**src/logic/sic_pkg.sv**
```systemverilog
// Purpose: shared constants and types of the six-source interrupt controller
// Assumes: one 125 MHz core clock, data-memory style register access
// Notes: source index 0..5 is also the priority order, 0 highest
package sic_pkg;

  // number of interrupt sources and data widths
  localparam int SIC_NSRC = 6;
  localparam int SIC_DW = 8;
  localparam int SIC_AW = 8;
  localparam int SIC_SW = 3;

  // source indices
  localparam int SIC_SRC_EXT0 = 0;
  localparam int SIC_SRC_EXT1 = 1;
  localparam int SIC_SRC_TMR0 = 2;
  localparam int SIC_SRC_TMR1 = 3;
  localparam int SIC_SRC_TBASE = 4;
  localparam int SIC_SRC_RTC = 5;

  // register addresses in data memory
  localparam logic [SIC_AW-1:0] SIC_ADDR_CTRL_LOW = 8'h0B;
  localparam logic [SIC_AW-1:0] SIC_ADDR_CTRL_HIGH = 8'h1E;

  // interrupt_control_low field positions
  localparam int SIC_LOW_MASTER = 0;
  localparam int SIC_LOW_EN_BASE = 1;
  localparam int SIC_LOW_FLAG_BASE = 4;
  localparam int SIC_LOW_TEST = 7;
  // interrupt_control_high field positions
  localparam int SIC_HIGH_EN_BASE = 0;
  localparam int SIC_HIGH_FLAG_BASE = 4;
  // sources held in the low register, the rest live in the high one
  localparam int SIC_LOW_SRCS = 3;

  // values after reset: everything disabled, no request pending
  localparam logic [SIC_NSRC-1:0] SIC_RST_FLAGS = 6'h00;
  localparam logic [SIC_NSRC-1:0] SIC_RST_ENABLES = 6'h00;
  localparam logic SIC_RST_MASTER = 1'b0;
  localparam logic [SIC_DW-1:0] SIC_RST_RDATA = 8'h00;

  // vectors: base plus one step per priority level
  localparam logic [SIC_DW-1:0] SIC_VECTOR_BASE = 8'h04;
  localparam logic [SIC_DW-1:0] SIC_VECTOR_STEP = 8'h04;

  // acknowledge handed to the core: call strobe, vector, granted source
  typedef struct packed {
    logic call;
    logic [SIC_DW-1:0] vector;
    logic [SIC_SW-1:0] source;
  } sic_ack_s;

  localparam sic_ack_s SIC_RST_ACK = '{call: 1'b0, vector: 8'h00, source: 3'h0};

  // acknowledge sequencer
  typedef enum logic [1:0] {
    SIC_ST_IDLE = 2'b01,
    SIC_ST_CALL = 2'b10
  } sic_state_e;

endpackage : sic_pkg

```
**src/logic/sic_pin_edge.sv**
```systemverilog
// Purpose: synchronise one external interrupt pin and detect its active edge
// Assumes: pin is asynchronous to core_clk
// Notes: the first stage feeds only the second stage
`timescale 1ns/10ps
module sic_pin_edge
  import sic_pkg::*;
#(
  parameter bit RISING = 1'b0
) (
  input wire logic core_clk,
  input wire logic rst_n,
  input wire logic pin,
  output logic edge_seen
);

  logic sync1;
  logic sync2;
  logic prev;

  // reset to the idle level so release from reset with the pin at its idle level never looks like an edge
  always_ff @(posedge core_clk or negedge rst_n) begin
    if (!rst_n) begin
      sync1 <= ~RISING;
      sync2 <= ~RISING;
      prev <= ~RISING;
    end else begin
      sync1 <= pin;
      sync2 <= sync1;
      prev <= sync2;
    end
  end

  // build-time choice of the triggering edge
  always_comb begin
    if (RISING) begin
      edge_seen = sync2 & ~prev;
    end else begin
      edge_seen = ~sync2 & prev;
    end
  end

endmodule : sic_pin_edge

```
**src/logic/sic_top.sv**
```systemverilog
// Purpose: six-source prioritised interrupt controller seen by the core
// Assumes: core strobes, data port and timer events share core_clk
// Notes: acknowledge is judged only on cycle_phase_two pulses
// How it works
// - hold other requests until master enable returns
// - return-with-enable sets master enable; plain return not
// - requests seen between phase pulses serviced next pulse
// - simultaneous requests granted external 0 first, RTC last
// - vectors 04H to 18H in four-byte steps
// - master enable cleared blocks every acknowledge
// - low control register at 0BH, master plus three
// - high control register at 1EH, three sources
// - disabled requests still flagged, never serviced
// - flags stick until serviced or software clears
// - low register bit map, bit 7 test only
// - high register bit map, bits 3, 7 zero
// - acknowledge pushes, branches, clears flag and master
// - external flags set by build-selected pin edge
`timescale 1ns/10ps
module sic_top
  import sic_pkg::*;
#(
  parameter bit EXT0_RISING = 1'b0,
  parameter bit EXT1_RISING = 1'b0
) (
  input wire logic core_clk,
  input wire logic rst_n,
  input wire logic ext_irq_pin_zero,
  input wire logic ext_irq_pin_one,
  input wire logic timer0_overflow,
  input wire logic timer1_overflow,
  input wire logic timebase_tick,
  input wire logic rtc_tick,
  input wire logic cycle_phase_two,
  input wire logic stack_full,
  input wire logic return_with_enable_instr,
  input wire logic plain_return_instr,
  input wire logic [SIC_AW-1:0] mem_addr,
  input wire logic mem_wr,
  input wire logic [SIC_DW-1:0] mem_wdata,
  output logic [SIC_DW-1:0] mem_rdata,
  output sic_ack_s irq_ack
);

  logic [SIC_NSRC-1:0] request_flag;
  logic [SIC_NSRC-1:0] irq_enable;
  logic master_irq_enable;
  logic [SIC_NSRC-1:0] src_event;
  logic [SIC_NSRC-1:0] pending;
  logic [SIC_NSRC-1:0] ack_clear;
  logic [SIC_NSRC-1:0] wr_hit;
  logic [SIC_NSRC-1:0] wr_flag;
  logic [SIC_NSRC-1:0] wr_en;
  logic wr_low;
  logic wr_high;
  logic grant_now;
  logic [SIC_SW-1:0] grant_src;
  logic ext0_edge;
  logic ext1_edge;
  sic_state_e state;
  sic_state_e next_state;

  // external pins: two-stage sync then edge pick
  sic_pin_edge #(.RISING(EXT0_RISING)) u_ext0 (
    .core_clk(core_clk),
    .rst_n(rst_n),
    .pin(ext_irq_pin_zero),
    .edge_seen(ext0_edge)
  );
  sic_pin_edge #(.RISING(EXT1_RISING)) u_ext1 (
    .core_clk(core_clk),
    .rst_n(rst_n),
    .pin(ext_irq_pin_one),
    .edge_seen(ext1_edge)
  );

  assign src_event = {rtc_tick, timebase_tick, timer1_overflow, timer0_overflow,
                      ext1_edge, ext0_edge};

  // register write decode
  assign wr_low = mem_wr && (mem_addr == SIC_ADDR_CTRL_LOW);
  assign wr_high = mem_wr && (mem_addr == SIC_ADDR_CTRL_HIGH);

  // per-source field mapping into the two control registers
  genvar gi;
  generate
    for (gi = 0; gi < SIC_NSRC; gi++) begin : g_src
      if (gi < SIC_LOW_SRCS) begin : g_low
        assign wr_hit[gi] = wr_low;
        assign wr_flag[gi] = mem_wdata[SIC_LOW_FLAG_BASE + gi];
        assign wr_en[gi] = mem_wdata[SIC_LOW_EN_BASE + gi];
      end else begin : g_high
        assign wr_hit[gi] = wr_high;
        assign wr_flag[gi] = mem_wdata[SIC_HIGH_FLAG_BASE + gi - SIC_LOW_SRCS];
        assign wr_en[gi] = mem_wdata[SIC_HIGH_EN_BASE + gi - SIC_LOW_SRCS];
      end

      // sticky flag; a new event beats both software and acknowledge clears
      always_ff @(posedge core_clk or negedge rst_n) begin
        if (!rst_n) begin
          request_flag[gi] <= SIC_RST_FLAGS[gi];
        end else if (src_event[gi]) begin
          request_flag[gi] <= 1'b1;
        end else if (wr_hit[gi]) begin
          request_flag[gi] <= wr_flag[gi];
        end else if (ack_clear[gi]) begin
          request_flag[gi] <= 1'b0;
        end
      end

      // per-source enables are plain software bits
      always_ff @(posedge core_clk or negedge rst_n) begin
        if (!rst_n) begin
          irq_enable[gi] <= SIC_RST_ENABLES[gi];
        end else if (wr_hit[gi]) begin
          irq_enable[gi] <= wr_en[gi];
        end
      end
    end
  endgenerate

  // a flag only counts when both its enable and the master enable are set
  assign pending = request_flag & irq_enable & {SIC_NSRC{master_irq_enable}};

  // fixed priority: lowest index wins
  always_comb begin
    grant_src = '0;
    for (int i = SIC_NSRC - 1; i >= 0; i--) begin
      if (pending[i]) begin
        grant_src = SIC_SW'(i);
      end
    end
  end

  // judged only on a phase pulse, never while the stack has no room
  assign grant_now = (state == SIC_ST_IDLE) && cycle_phase_two && !stack_full
                     && (|pending);
  assign ack_clear = grant_now ? (SIC_NSRC'(1) << grant_src) : '0;

  // master enable: return-with-enable sets it and wins over everything
  always_ff @(posedge core_clk or negedge rst_n) begin
    if (!rst_n) begin
      master_irq_enable <= SIC_RST_MASTER;
    end else if (return_with_enable_instr) begin
      master_irq_enable <= 1'b1;
    end else if (wr_low) begin
      master_irq_enable <= mem_wdata[SIC_LOW_MASTER];
    end else if (grant_now) begin
      master_irq_enable <= 1'b0;
    end
  end

  // acknowledge sequencer: one call cycle per grant
  always_comb begin
    case (state)
      SIC_ST_IDLE: next_state = grant_now ? SIC_ST_CALL : SIC_ST_IDLE;
      SIC_ST_CALL: next_state = SIC_ST_IDLE;
      default: next_state = SIC_ST_IDLE;
    endcase
  end

  always_ff @(posedge core_clk or negedge rst_n) begin
    if (!rst_n) begin
      state <= SIC_ST_IDLE;
    end else begin
      state <= next_state;
    end
  end

  // vector and source registered together with the call strobe
  always_ff @(posedge core_clk or negedge rst_n) begin
    if (!rst_n) begin
      irq_ack <= SIC_RST_ACK;
    end else begin
      irq_ack.call <= (next_state == SIC_ST_CALL);
      if (grant_now) begin
        irq_ack.vector <= SIC_VECTOR_BASE
                          + SIC_DW'(SIC_VECTOR_STEP * SIC_DW'(grant_src));
        irq_ack.source <= grant_src;
      end
    end
  end

  // read port, one cycle behind the address; test bit and gaps read zero
  always_ff @(posedge core_clk or negedge rst_n) begin
    if (!rst_n) begin
      mem_rdata <= SIC_RST_RDATA;
    end else if (mem_addr == SIC_ADDR_CTRL_LOW) begin
      mem_rdata <= {1'b0, request_flag[2:0], irq_enable[2:0], master_irq_enable};
    end else if (mem_addr == SIC_ADDR_CTRL_HIGH) begin
      mem_rdata <= {1'b0, request_flag[5:3], 1'b0, irq_enable[5:3]};
    end else begin
      mem_rdata <= SIC_RST_RDATA;
    end
  end
endmodule : sic_top

```
**config.mk**
```make
export PLATFORM = sky130hd
export DESIGN_NAME = sic_top
export DESIGN_NICKNAME = d
export VERILOG_FILES = /design/src/logic/sic_pkg.sv /design/src/logic/sic_pin_edge.sv /design/src/logic/sic_top.sv
export SDC_FILE = /design/constraint.sdc
export NUM_CORES = 1
export LEC_CHECK = 0
export ABC_AREA = 1
export BUFFER_PORTS_ARGS = -buffer_cell sky130_fd_sc_hd__clkbuf_2
export CAP_MARGIN = 20
export CORE_ASPECT_RATIO = 1.5
export CORE_MARGIN = 2
export CORE_UTILIZATION = 50
export CTS_CLUSTER_SIZE = 20
export DETAILED_ROUTE_END_ITERATION = 8
export GPL_TIMING_DRIVEN = 0
export PLACE_DENSITY_LB_ADDON = 0.08
export SLEW_MARGIN = 20
export SYNTH_ARGS = -nofsm -noshare
export SYNTH_HDL_FRONTEND = slang
export SYNTH_HIERARCHICAL = 1
export SYNTH_SLANG_ARGS = --single-unit
```
**constraint.sdc**
```tcl
create_clock -name core_clk -period 1.8 [get_ports core_clk]
set_clock_uncertainty 0.05 [all_clocks]
set_input_delay 0.09 -clock core_clk [delete_from_list [all_inputs] [get_ports core_clk]]
set_output_delay 0.09 -clock core_clk [all_outputs]
set_load 0.03 [all_outputs]
```
-- Word-level counts from Yosys, hierarchy flattened
Index checks and enable logic that the tools add are counted.
- register bits after elaboration: 41
- input port bits: 29
- output and inout port bits: 20
- word-level logic and storage cells: 82
- bitwise gates (word level): 6
- reduce and logical (&&, ||, !) cells: 14
- add/sub/neg operators: 1
- shift-type cells: 1
- eq/ne operators: 4
- mux-type cells: 32
- operators by type and width (cell ; number):
    $mux W1 ; 21
    $reduce_bool A3 Y1 ; 7
    $mux W3 ; 6
    $mux W7 ; 2
    $and A6 B6 Y6 ; 2
    $eq A8 B4 Y1 const B ; 1
    $eq A8 B5 Y1 const B ; 1
    $add A3 B5 Y6 const A ; 1
    $mux W6 ; 1
    $reduce_or A6 Y1 ; 1
    $shl A1 B3 Y6 const A ; 1
    $logic_and A1 B1 Y1 ; 5
    $mux W2 ; 2
    $and A1 B1 Y1 ; 2
    $eq A2 B1 Y1 const B ; 1
    $eq A2 B2 Y1 const B ; 1
    $not A1 Y1 ; 2
    $logic_not A1 Y1 ; 1

-- Logic depth before layout (Yosys ltp)
Gate-level depths: netlist (run 1).
- depth after elaboration: 13
- mapped depth: 13
- mapped depth without buffers: 13

-- Hierarchy
Netlist (run 1), hierarchy kept.
- by module, submodules not included (module ; cells an instance ; times used ; area an instance (µm²) ; sequential area each (µm²)):
    sic_top ; 198 ; 1 ; 1652.8 ; 726.9
    sic_pin_edge ; 5 ; 2 ; 88.8 ; 78.8

-- Least setup slack after synthesis (run 1)
Ideal clock, no wire load.
- path type: flip-flop to flip-flop
- from: reg master_irq_enable
- to: reg irq_ack[7] in the netlist's numbering
- path slack: 0.180 ns
- arrival: 1.496 ns
- setup time: 0.074 ns
- clock period less this slack: 1.620 ns
- cell stages (with the launch flop): 11
- path buffers: 1
- data required time: 1.676 ns
- cell sequence: dfrtp_1 buf_6 nand3_2 nand2_1 nand2_1 nand2_1 nand2_1 inv_1 ha_1 ha_1 o21ai_2
- word-level cells in the longest chain between the ends: 8
- elaborated cells on any way between the ends: 10
- those cells by class: add/sub: 1; mux: 6; bitwise: 1; reduce/logical: 2
- RTL lines (what ; RTL line ; text):
    from (decl) ; sic_top.sv:47 ; logic master_irq_enable;
    from (signal assigned) ; sic_top.sv:147 ; master_irq_enable <= mem_wdata[SIC_LOW_MASTER];
    $and A6 B6 Y6 * ; sic_top.sv:123 ; assign pending = request_flag & irq_enable & {SIC_NSRC{master_irq_enable}};
    $mux W3 (5 in a row) ; sic_top.sv:129 ; if (pending[i]) begin
    $mux W3 * ; sic_top.sv:129 ;
    via grant_src[0] ; sic_top.sv:57 ; logic [SIC_SW-1:0] grant_src;
    $add A3 B5 Y6 * ; sic_top.sv:178 ; + SIC_DW'(SIC_VECTOR_STEP * SIC_DW'(grant_src));
    to (decl) ; sic_top.sv:42 ; output sic_ack_s irq_ack
The timed path passes the listed nets; every way through them passes the cells marked *.
A chain may end at the register's enable or synchronous reset.

-- Final worst setup path (run 1)
- from: reg master_irq_enable
- to: reg request_flag[1]
- word-level cells in the longest chain between the ends: 10
- elaborated cells on any way between the ends: 12
- those cells by class: shift: 1; mux: 7; bitwise: 1; reduce/logical: 3
- RTL lines (what ; RTL line ; text):
    $and A6 B6 Y6 * ; sic_top.sv:123 ;
    $mux W3 (5 in a row) ; sic_top.sv:129 ;
    $mux W3 * ; sic_top.sv:129 ;
    via grant_src[0] ; sic_top.sv:57 ;
    $shl A1 B3 Y6 * ; sic_top.sv:138 ; assign ack_clear = grant_now ? (SIC_NSRC'(1) << grant_src) : '0;
    $mux W6 * ; sic_top.sv:138 ;
    $reduce_bool A3 Y1 (no line) * ; n/a ;
    to (signal, indexed assignment) ; sic_top.sv:101 ; request_flag[gi] <= SIC_RST_FLAGS[gi];
    to (signal, indexed assignment) ; sic_top.sv:105 ; request_flag[gi] <= wr_flag[gi];
    to (decl) ; sic_top.sv:45 ; logic [SIC_NSRC-1:0] request_flag;
Marks and branches as above.

==> results.md, run 1 <==
* CTS H-tree lvls at 2
* Antenna Cells at 0
* Mean post-synth cell area at 8.80 µm²
* Hold Violations, Final at 0
* Crit Path Category: register to register
* WP data arrival at 1840 ps
* Yosys Warn Count at 6
* Die span in y at 78.1 µm
* GR Overflow Total at 0
* Post-layout util at 69.6%
* Critical path, cell by cell: buf_6, nand3_4, nand2_1, nand2_1, nand2_2, nand2_2, inv_1, ha_1, inv_1, nor2_2, nand2_1, nand3_1, nand3_1
* Fin area at 2400 µm²
* Largest net degree at the start of global routing at 36
* Core Region at 3450 µm²
* Post-synth EDFFs at 0
* Top-area cell type share of the netlist area at 38.3%
* Vias in the first global route at 1379
* Routed WL per cell at 12.5 µm
* Post-synth top cells: nand2_1 (53), inv_1 (31), dfrtp_1 (28), nand3_1 (22), nor2_1 (11)
* Final WL at 3.96 mm
* Sequential share of the synthesized area at 48.3%
* Num CTS Buffers at 5
* RR Endpoint: request_flag[1]
* Leak Pwr at 1.31 nW
* Slew of the pin with the lowest slew margin at 854 ps
* Ys async rst share at 100%
* Worst path depth at 13
* GPL Wtd Cong at 0.863
* Area delta synth->final at 31.0%
* Total design power at 2.07 mW
* DRT antenna net count at 0
* Post-Place Cell Area at 2100 µm²
* First-pass GRT wire length at 6.16 mm
* Drt pass-1 iters at 4
* Worst R2R Path Depth at 13
* Syn Inst Count at 208
* Die area at 4170 µm²
* Worst slack, placed at 19.5 ps
* Initial antenna violation count at 0
* Fin worst setup slack at 80.5 ps
* Clk_lat worst skew at 290 ps
* Deepest clock path buffer count at 2
* Die Wd at 53.4 µm
* I/O pins at 49
* Slew Viols, Final at 0
* HP Class: input pin to register
* Root buf cell: clkbuf_8
* Reg area at 885 µm²
* Crit path launch: master_irq_enable
* Worst vdd ir at 0.593 mV
* Starting Density at 53.1%
* Fraction of layout cells with a size suffix above 1 at 35.9%
* Critical path launch point type: register
* Minimum clock period at 1720 ps
* Mapped cell area at 1830 µm²
* Top-count cell post-synth: nand2_1
* Cell taking the most area after synthesis: dfrtp_1
* Setup Viol. Count Final at 0
* Via count at 1521
* Fillers at 299
* Critical Path RT at 1930 ps
* Post-synth top flop: dfrtp_1
* All-Layer GR Usage at 20.4%
* Clock sink count at 35
* Vias/cell at 4.78
* Max stage delay on crit path at 370 ps
* FF-to-FF Start: master_irq_enable
* Multi-input gate area at 787 µm²
* CTS tree: built
* Clk pin slew, worst setup/hold paths at 70 ps
* MaxCap Viol Count at 0
* Crit path capture type: register
* Worst slew margin at 43.1%
* Unique masters post-synth at 25
* Max Fclk at 582 MHz
* Total power divided by cell area at 864 nW/µm²
* Slowest CP cell: dfrtp_1
* Peak fanout along the critical path at 5
* Tcrit/Tclk final at 95.5%
* FP Rows at 26
* Seq cells post-synth at 35
* Reg2reg setup slack at 80 ps
* Total Nets Final at 309
* Post-Layout Cell Count at 318
* Most used cell, CP: nand2_1
* Buffers on Ports at 40
* HPWL Detailed at 2.87 mm
* Critical Path End: request_flag[1]
* Dpl cells at 294
* Top cell family by delay on the critical path: simple AND/OR/NAND/NOR gates
* DRC at 0
* Iter 0 DRT Violations at 44
* Top post-synthesis cells by area: dfrtp_1 (38%), nand2_1 (11%), dfstp_2 (10%)
* Min-delay src: timer0_overflow
* Status: completed
* WP buf/inv at 3
-- worst min-delay path: stages --
cell and delay (ps):
clkbuf_2 70, inv_1 30, nand2_1 50, inv_1 30, nand2_1 50
-- cells by family after synthesis --
logic type               after synthesis  share of synthesized area (%)
buffers and inverters                 43                           11.4
adder cells (fa/ha/maj)                5                           3.42
flip-flops                            35                           48.3
AND/OR/NAND/NOR                      112                           32.5
other                                  1                          0.205
AO/OA/AOI/OAI                         12                           4.10
-- how the worst min path moves through the flow --
stage,end,cells after the start
final,request_flag[2],5
after global routing,request_flag[2],5
after CTS,request_flag[2],5
after detailed placement,u_ext0/sync1,1
after global placement,u_ext1/sync1,1
after floorplan,irq_ack[0],0
-- metrics by stage --
step           hold WS (ps)  TNS, ps
4_1_cts                10.9        0
3_5_place_dp            133        0
2_1_floorplan          -256        0
6_report               10.3        0
5_1_grt                28.2    -72.5
3_3_place_gp            127        0
-- power by group --
group / switching (mW) / total (mW) / internal (mW) / leakage [nW]
combinational: 0.283 / 0.450 / 0.168 / 0.829
sequential: 0.0389 / 0.890 / 0.852 / 0.417
clock: 0.282 / 0.730 / 0.448 / 0.0612
-- final cells by class --
class / instances / share of cell area (%)
inverters: 32 / 5.01
well taps: 42 / 2.19
multi-input cells: 134 / 32.8
flip-flops and latches: 35 / 36.9
repair buffers: 56 / 14.5
plain buffers: 11 / 3.70
clock buffers: 6 / 3.44
clock inverters: 2 / 1.46
-- layer usage --
metal / vias to the layer above / wire, µm / GRT usage, %
met5: - / 0 / 0
met4: 0 / 57 / 7.18
met3: 6 / 188 / 5.13
met2: 42 / 2190 / 35.3
met1: 700 / 1520 / 23.5
li1: 773 / - / -
-- timing repair --
action,in CTS,in global routing
buffers inserted,0,3
cloned,0,1
hold endpoints to repair,38,0
endpoints found under the setup margin,4,4
pin swaps,0,2
hold buffers,12,0
gates resized for setup,3,5
-- layout by cell type, fill, tap and decap left out, types with 5 or more instances in the layout --
master and instances:
conb_1 5, clkbuf_8 6, dlygate4sd3_1 12, nor2_1 10, nand4_1 7, inv_1 31, nand3_2 6, nand2_1 50
dfrtp_1 28, clkbuf_2 40, dfstp_2 7, buf_4 10, ha_1 5, nand3_1 21
-- flip-flops by register name (all words and copies together) (netlist names), 6 cells and up --
register / flops
irq_ack: 8
mem_rdata: 7
irq_enable: 6
request_flag: 6
No activity file was read; power rests on OpenSTA's default activity.
==> run 2: changes to the inputs <==
--- a/config.mk
+++ b/config.mk
@@ -5,7 +5,6 @@
 export SDC_FILE = /design/constraint.sdc
 export NUM_CORES = 1
 export LEC_CHECK = 0
-export ABC_AREA = 1
 export BUFFER_PORTS_ARGS = -buffer_cell sky130_fd_sc_hd__clkbuf_2
 export CAP_MARGIN = 20
 export CORE_ASPECT_RATIO = 1.5
==> run 2 against run 1 <==
  * The run now ends with negative setup slack left
  * Critical path depth is 6 lower
  * Via count decreased by 12%
  * Routed wire length down 5.5%
  * Sequential share of layout area is 0.61 points higher
  * Highest routed layer unchanged
  * Cell count shrank 20%
  * Worst hold slack gained 180 ps
  * Fmax shrank 10%
  * Non-clock buffer count increased by 16
  * Flip-flop and latch count unchanged
  * Worst setup slack worse by 190 ps
==> results.md, run 2 <==
* Status: finished with violations
* Failing checks: negative setup slack
* Clock power frac at 28.9%
* Fin worst setup slack at -111 ps
* Post-synth EDFFs at 0
* GPL Wtd Cong at 0.823
* Num CTS Buffers at 5
* Die Wd at 51.1 µm
* Critical path launch point type: register
* Drt pass-1 iters at 4
* Dpl cells at 216
* Post-synth top cells: dfrtp_1 (28), inv_1 (10), a22o_1 (8), buf_4 (7), dfstp_2 (7)
* GR Overflow Total at 0
* CTS H-tree lvls at 2
* Routed WL per cell at 14.7 µm
* Slew Viols, Final at 0
* GR Util met2 at 37.8%
* Peak fanout along the critical path at 4
* CTS tree: built
* Reg area at 887 µm²
* Die span in y at 74.6 µm
* Vias in the first global route at 1323
* Met1 Use GR at 24.8%
* Cell taking the most area after synthesis: dfrtp_1
* Critical Path RT at 1920 ps
* Yosys Warn Count at 6
* Post-synth top flop: dfrtp_1
* Antenna Cells at 0
* Deepest clock path buffer count at 2
* Total power divided by cell area at 832 nW/µm²
* Via count at 1332
* Core Region at 3160 µm²
* Root buf cell: clkbuf_8
* Clk_lat worst skew at 280 ps
* Area delta synth->final at 42.5%
* Die area at 3810 µm²
* Hold Violations, Final at 0
* Starting Density at 52.6%
* Clk pin slew, worst setup/hold paths at 70 ps
* DRC at 0
* Comb pwr share at 25.3%
* Commonest cells after routing, fill and taps aside: clkbuf_2 (41), dfrtp_1 (26), buf_4 (22)
* Ys async rst share at 100%
* DRT antenna net count at 0
* Multi-input gate area at 741 µm²
* Fraction of layout cells with a size suffix above 1 at 52.1%
* First-pass GRT wire length at 6.09 mm
* Most flop-heavy register: irq_ack
* Crit Path Category: register to register
* Psw at 571 µW
* Post-Place Cell Area at 1940 µm²
* WP data arrival at 2040 ps
* Max FFs per register at 8
* RSZ-0062 raised after global routing: true
* Mean post-synth cell area at 12.7 µm²
* Leak Pwr at 1.21 nW
* Top post-synthesis cells by area: dfrtp_1 (42%), dfstp_2 (11%), a22o_1 (4.2%)
* Worst slew margin at 44.2%
* Total design power at 1.97 mW
* HPWL Detailed at 2.35 mm
* Sw frac at 29.0%
* Regs by FF count: irq_ack x8, mem_rdata x7
* Clock sink count at 35
* Syn Inst Count at 131
* I/O pins at 49
* Iter 0 DRT Violations at 35
* Worst vdd ir at 0.655 mV
* Top-area cell type share of the netlist area at 42.2%
* Post-Layout Cell Count at 255
* Met3 track demand over resource at 5.02%
* Critical path, cell by cell: a21boi_2, buf_4, and3_4, ha_1, o2111ai_1, and3_1, a211o_1
* Fillers at 228
* Most common cell after layout, fill and taps aside: clkbuf_2
* Largest net degree at the start of global routing at 36
* Sequential share of the synthesized area at 53.3%
* FP Rows at 25
* All-Layer GR Usage at 21.9%
* Max stage delay on crit path at 410 ps
* Slew of the pin with the lowest slew margin at 837 ps
* Tcrit/Tclk final at 106%
* Top-count cell post-synth: dfrtp_1
* Minimum clock period at 1910 ps
* Unique masters post-synth at 39
* Max Fclk at 523 MHz
* Int Pwr at 1.40 mW
* MaxCap Viol Count at 0
* Setup Viol. Count Final at 5
* Total Nets Final at 248
* Vias/cell at 5.22
* Mapped cell area at 1660 µm²
* HP Class: input pin to register
* Initial antenna violation count at 0
* Fin area at 2370 µm²
* Crit path capture type: register
* Buffers on Ports at 41
* Slowest CP cell: dfrtp_1
* GRT busiest layer: met2
* Seq cells post-synth at 35
* Share of power burned in registers at 45.7%
* Final WL at 3.74 mm
[run 2: cell count changes after synthesis, moves of 6 or more]
cell      delta
nand2_1     -48
inv_1       -21
nand3_1     -20
nor2_1      -11
a22o_1       +8
nand3_2      -7
nand4_1      -7
and3_1       +6
mux2_2       +6
o211ai_1     +6
[run 2: power by group through the flow]
stage	combinational, mW	clock, mW	sequential [mW]
floorplan	0.185	0	0.999
global placement	0.385	0	0.915
detailed placement	0.392	0	0.916
CTS	0.470	0.576	0.899
global route	0.535	0.611	0.906
finish	0.499	0.570	0.900
[run 2: logic make-up (layout without fill, tap and decap cells)]
group | Yosys count | in the layout | synth area share (%)
flops | 35 | 35 | 53.3
compound gates | 32 | 32 | 17.3
simple gates | 28 | 28 | 12.4
buf+inv | 22 | 102 | 7.08
mux | 8 | 8 | 5.88
fa+ha+maj | 5 | 5 | 3.77
other cells | 1 | 5 | 0.226
[run 2: metrics by stage]
step | setup WS [ps] | util (%) | hold WS [ps] | setup TNS [ps]
global placement | -149 | 61.3 | 127 | -490
global route | -157 | 74.9 | 206 | -815
detailed placement | -229 | 61.3 | 133 | -763
floorplan | 13.1 | - | -256 | 0
CTS | -11.3 | 73.3 | 194 | -20.7
finish | -111 | 74.9 | 190 | -289
[run 2: repair_timing]
action	CTS	global route
setup buffers	12	4
resized for setup	14	5
hold buffers	15	0
gates cloned	0	0
pin swaps	13	7
endpoints found under the hold margin	40	0
setup endpoints to repair	7	8
[run 2: routing by layer]
layer | vias up | part of all wire (%)
met4 | 0 | 2.9
met2 | 57 | 54
li1 | 634 | -
met5 | - | 0
met3 | 12 | 5.4
met1 | 629 | 38
[run 2: worst paths after layout]
path                                  from              end  slack, ps  cells past startpoint
max reg2reg                request_flag[0]  request_flag[2]       -110                      7
min reg2reg                   u_ext1/sync1     u_ext1/sync2        310                      0
max                        request_flag[0]  request_flag[2]       -110                      7
min in group asynchronous            rst_n    irq_enable[2]        390                      2
max in group asynchronous            rst_n  request_flag[2]        740                      2
min                                 mem_wr  request_flag[2]        190                      3
[run 2: cell type report]
class                           count  share of cell area [%]
Sequential cell                    35                    37.5
Timing Repair Buffer               72                    20.1
Clock inverter                      1                   0.212
Inverter                           11                    1.75
Multi-Input combinational cell     78                    31.3
Tap cell                           40                    2.12
Clock buffer                        7                    3.65
Buffer                             11                    3.38
[run 2: worst max-delay path, delay by kind of cell, from the launching register on]
family                     cells  cell delay (ps)
AOI/OAI and AO/OA              3              620
adders and majority gates      1              150
buffers and inverters          1              160
DFF                            1              410
and+or+nand+nor                2              410
==> run 3: changes to the inputs <==
--- a/config.mk
+++ b/config.mk
@@ -7,9 +7,9 @@
 export LEC_CHECK = 0
 export BUFFER_PORTS_ARGS = -buffer_cell sky130_fd_sc_hd__clkbuf_2
 export CAP_MARGIN = 20
-export CORE_ASPECT_RATIO = 1.5
+export CORE_ASPECT_RATIO = 1.25
 export CORE_MARGIN = 2
-export CORE_UTILIZATION = 50
+export CORE_UTILIZATION = 45
 export CTS_CLUSTER_SIZE = 20
 export DETAILED_ROUTE_END_ITERATION = 8
 export GPL_TIMING_DRIVEN = 0
==> run 3 against run 2 <==
  * The run still ends with negative setup slack left
  * Cell count shrank 0.39%
  * Worst setup slack gained 72 ps
  * Combinational power grew 1%
  * Largest cell class unchanged
  * Largest power group unchanged
==> results.md, run 3 (synthesis results as in run 2) <==
* Fillers at 283
* Antenna Cells at 0
* WP data arrival at 1970 ps
* First-pass GRT wire length at 5.99 mm
* Total Nets Final at 248
* Iter 0 DRT Violations at 30
* Die Wd at 58.3 µm
* Vias in the first global route at 1341
* Max Fclk at 544 MHz
* HP Class: input pin to register
* Int Pwr at 1.55 mW
* Comb pwr share at 23.8%
* GR Overflow Total at 0
* Clock power frac at 33.6%
* Most common cell after layout, fill and taps aside: clkbuf_2
* Slew of the pin with the lowest slew margin at 819 ps
* Area delta synth->final at 45.0%
* MaxCap Viol Count at 0
* Commonest cells after routing, fill and taps aside: clkbuf_2 (41), dfrtp_1 (27), buf_4 (21)
* Largest net degree at the start of global routing at 36
* Num CTS Buffers at 5
* Max FFs per register at 8
* I/O pins at 49
* Sw frac at 27.0%
* Peak fanout along the critical path at 4
* Regs by FF count: irq_ack x8, mem_rdata x7
* Minimum clock period at 1840 ps
* Post-Layout Cell Count at 254
* CTS H-tree lvls at 2
* Fraction of layout cells with a size suffix above 1 at 52.6%
* Critical Path RT at 1930 ps
* Most flop-heavy register: irq_ack
* Routed WL per cell at 14.0 µm
* Psw at 572 µW
* DRT antenna net count at 0
* Crit path capture type: register
* Via count at 1324
* FP Rows at 24
* Crit Path Category: register to register
* Failing checks: negative setup slack
* Root buf cell: clkbuf_8
* Total power divided by cell area at 881 nW/µm²
* Worst vdd ir at 0.782 mV
* Hold Violations, Final at 0
* Core Region at 3510 µm²
* GPL Wtd Cong at 0.890
* All-Layer GR Usage at 19.5%
* Die area at 4190 µm²
* Buffers on Ports at 41
* Clk_lat worst skew at 290 ps
* Die span in y at 71.9 µm
* Critical path launch point type: register
* DRC at 0
* CTS tree: built
* Status: finished with violations
* RSZ-0062 raised after global routing: true
* Worst slew margin at 45.4%
* Deepest clock path buffer count at 2
* Fin area at 2410 µm²
* Drt pass-1 iters at 4
* Slew Viols, Final at 0
* Clock sink count at 35
* Leak Pwr at 1.23 nW
* Post-layout util at 68.5%
* Setup Viol. Count Final at 3
* Clk pin slew, worst setup/hold paths at 70 ps
* Post-Place Cell Area at 1940 µm²
* Starting Density at 47.3%
* Vias/cell at 5.21
* Share of power burned in registers at 42.6%
* Worst slack, placed at -186 ps
* Final WL at 3.57 mm
* Fin worst setup slack at -39.1 ps
* Tcrit/Tclk final at 102%
* Initial antenna violation count at 0
* Dpl cells at 215
* HPWL Detailed at 2.38 mm
## run 3: changes by cell type in the layout (fill, tap and decap cells not counted), sizes merged
cell    delta
bufinv     +1
clkbuf     -1
## run 3: power by group through the flow
stage | registers (mW) | logic [mW] | clock network, mW
after floorplan | 0.999 | 0.185 | 0
after global placement | 0.915 | 0.387 | 0
after detailed placement | 0.919 | 0.393 | 0
after CTS | 0.901 | 0.480 | 0.737
after global routing | 0.909 | 0.547 | 0.778
final | 0.904 | 0.505 | 0.712
## run 3: layout make-up
class	instances	area [µm²]	area share, %
multi-input combinational	78	746	31.0
tap	39	48.8	2.03
inverter	11	41.3	1.72
clock buffer	6	82.6	3.43
clock inverter	2	35.0	1.46
buffer	11	76.3	3.17
sequential	35	886	36.8
timing repair buffer	72	492	20.4
## run 3: critical path: stages, from the launching register on
cell,delay (ps)
dfrtp_1,430
a21boi_4,170
buf_4,130
and3_4,200
ha_2,170
o2111ai_1,90
and3_1,220
a211o_1,250
## run 3: routing by layer
| metal | vias up | GRT usage [%] | part of all wire (%) |
|---|---|---|---|
| li1 | 636 | - | - |
| met1 | 626 | 21.4 | 39 |
| met2 | 51 | 33.1 | 51 |
| met3 | 11 | 5.53 | 6.2 |
| met4 | 0 | 11.1 | 3.3 |
| met5 | - | 0 | 0 |
## run 3: final timing paths
path	start	end	slack, ps	cells past startpoint
setup / recovery	request_flag[0]	request_flag[2]	-40	7
hold / removal	mem_wr	request_flag[2]	190	3
setup reg to reg	request_flag[0]	request_flag[2]	-40	7
hold reg to reg	u_ext0/sync1	u_ext0/sync2	310	0
max in group asynchronous	rst_n	request_flag[2]	760	2
min in group asynchronous	rst_n	mem_rdata[2]	380	2
## run 3: repair_timing
action / 4_1_cts / 5_1_grt
gates resized for setup: 13 / 6
hold buffers: 15 / 0
endpoints found under the hold margin: 41 / 0
buffers inserted: 12 / 4
pin swaps: 10 / 7
setup endpoints to repair: 7 / 8
## run 3: metrics by stage
stage	setup TNS (ps)	hold WS, ps	power [mW]
after floorplan	0	-256	1.18
after global placement	-520	128	1.30
after detailed placement	-678	130	1.31
after CTS	-5.35	185	2.12
after global routing	-571	187	2.23
final	-85.5	185	2.12
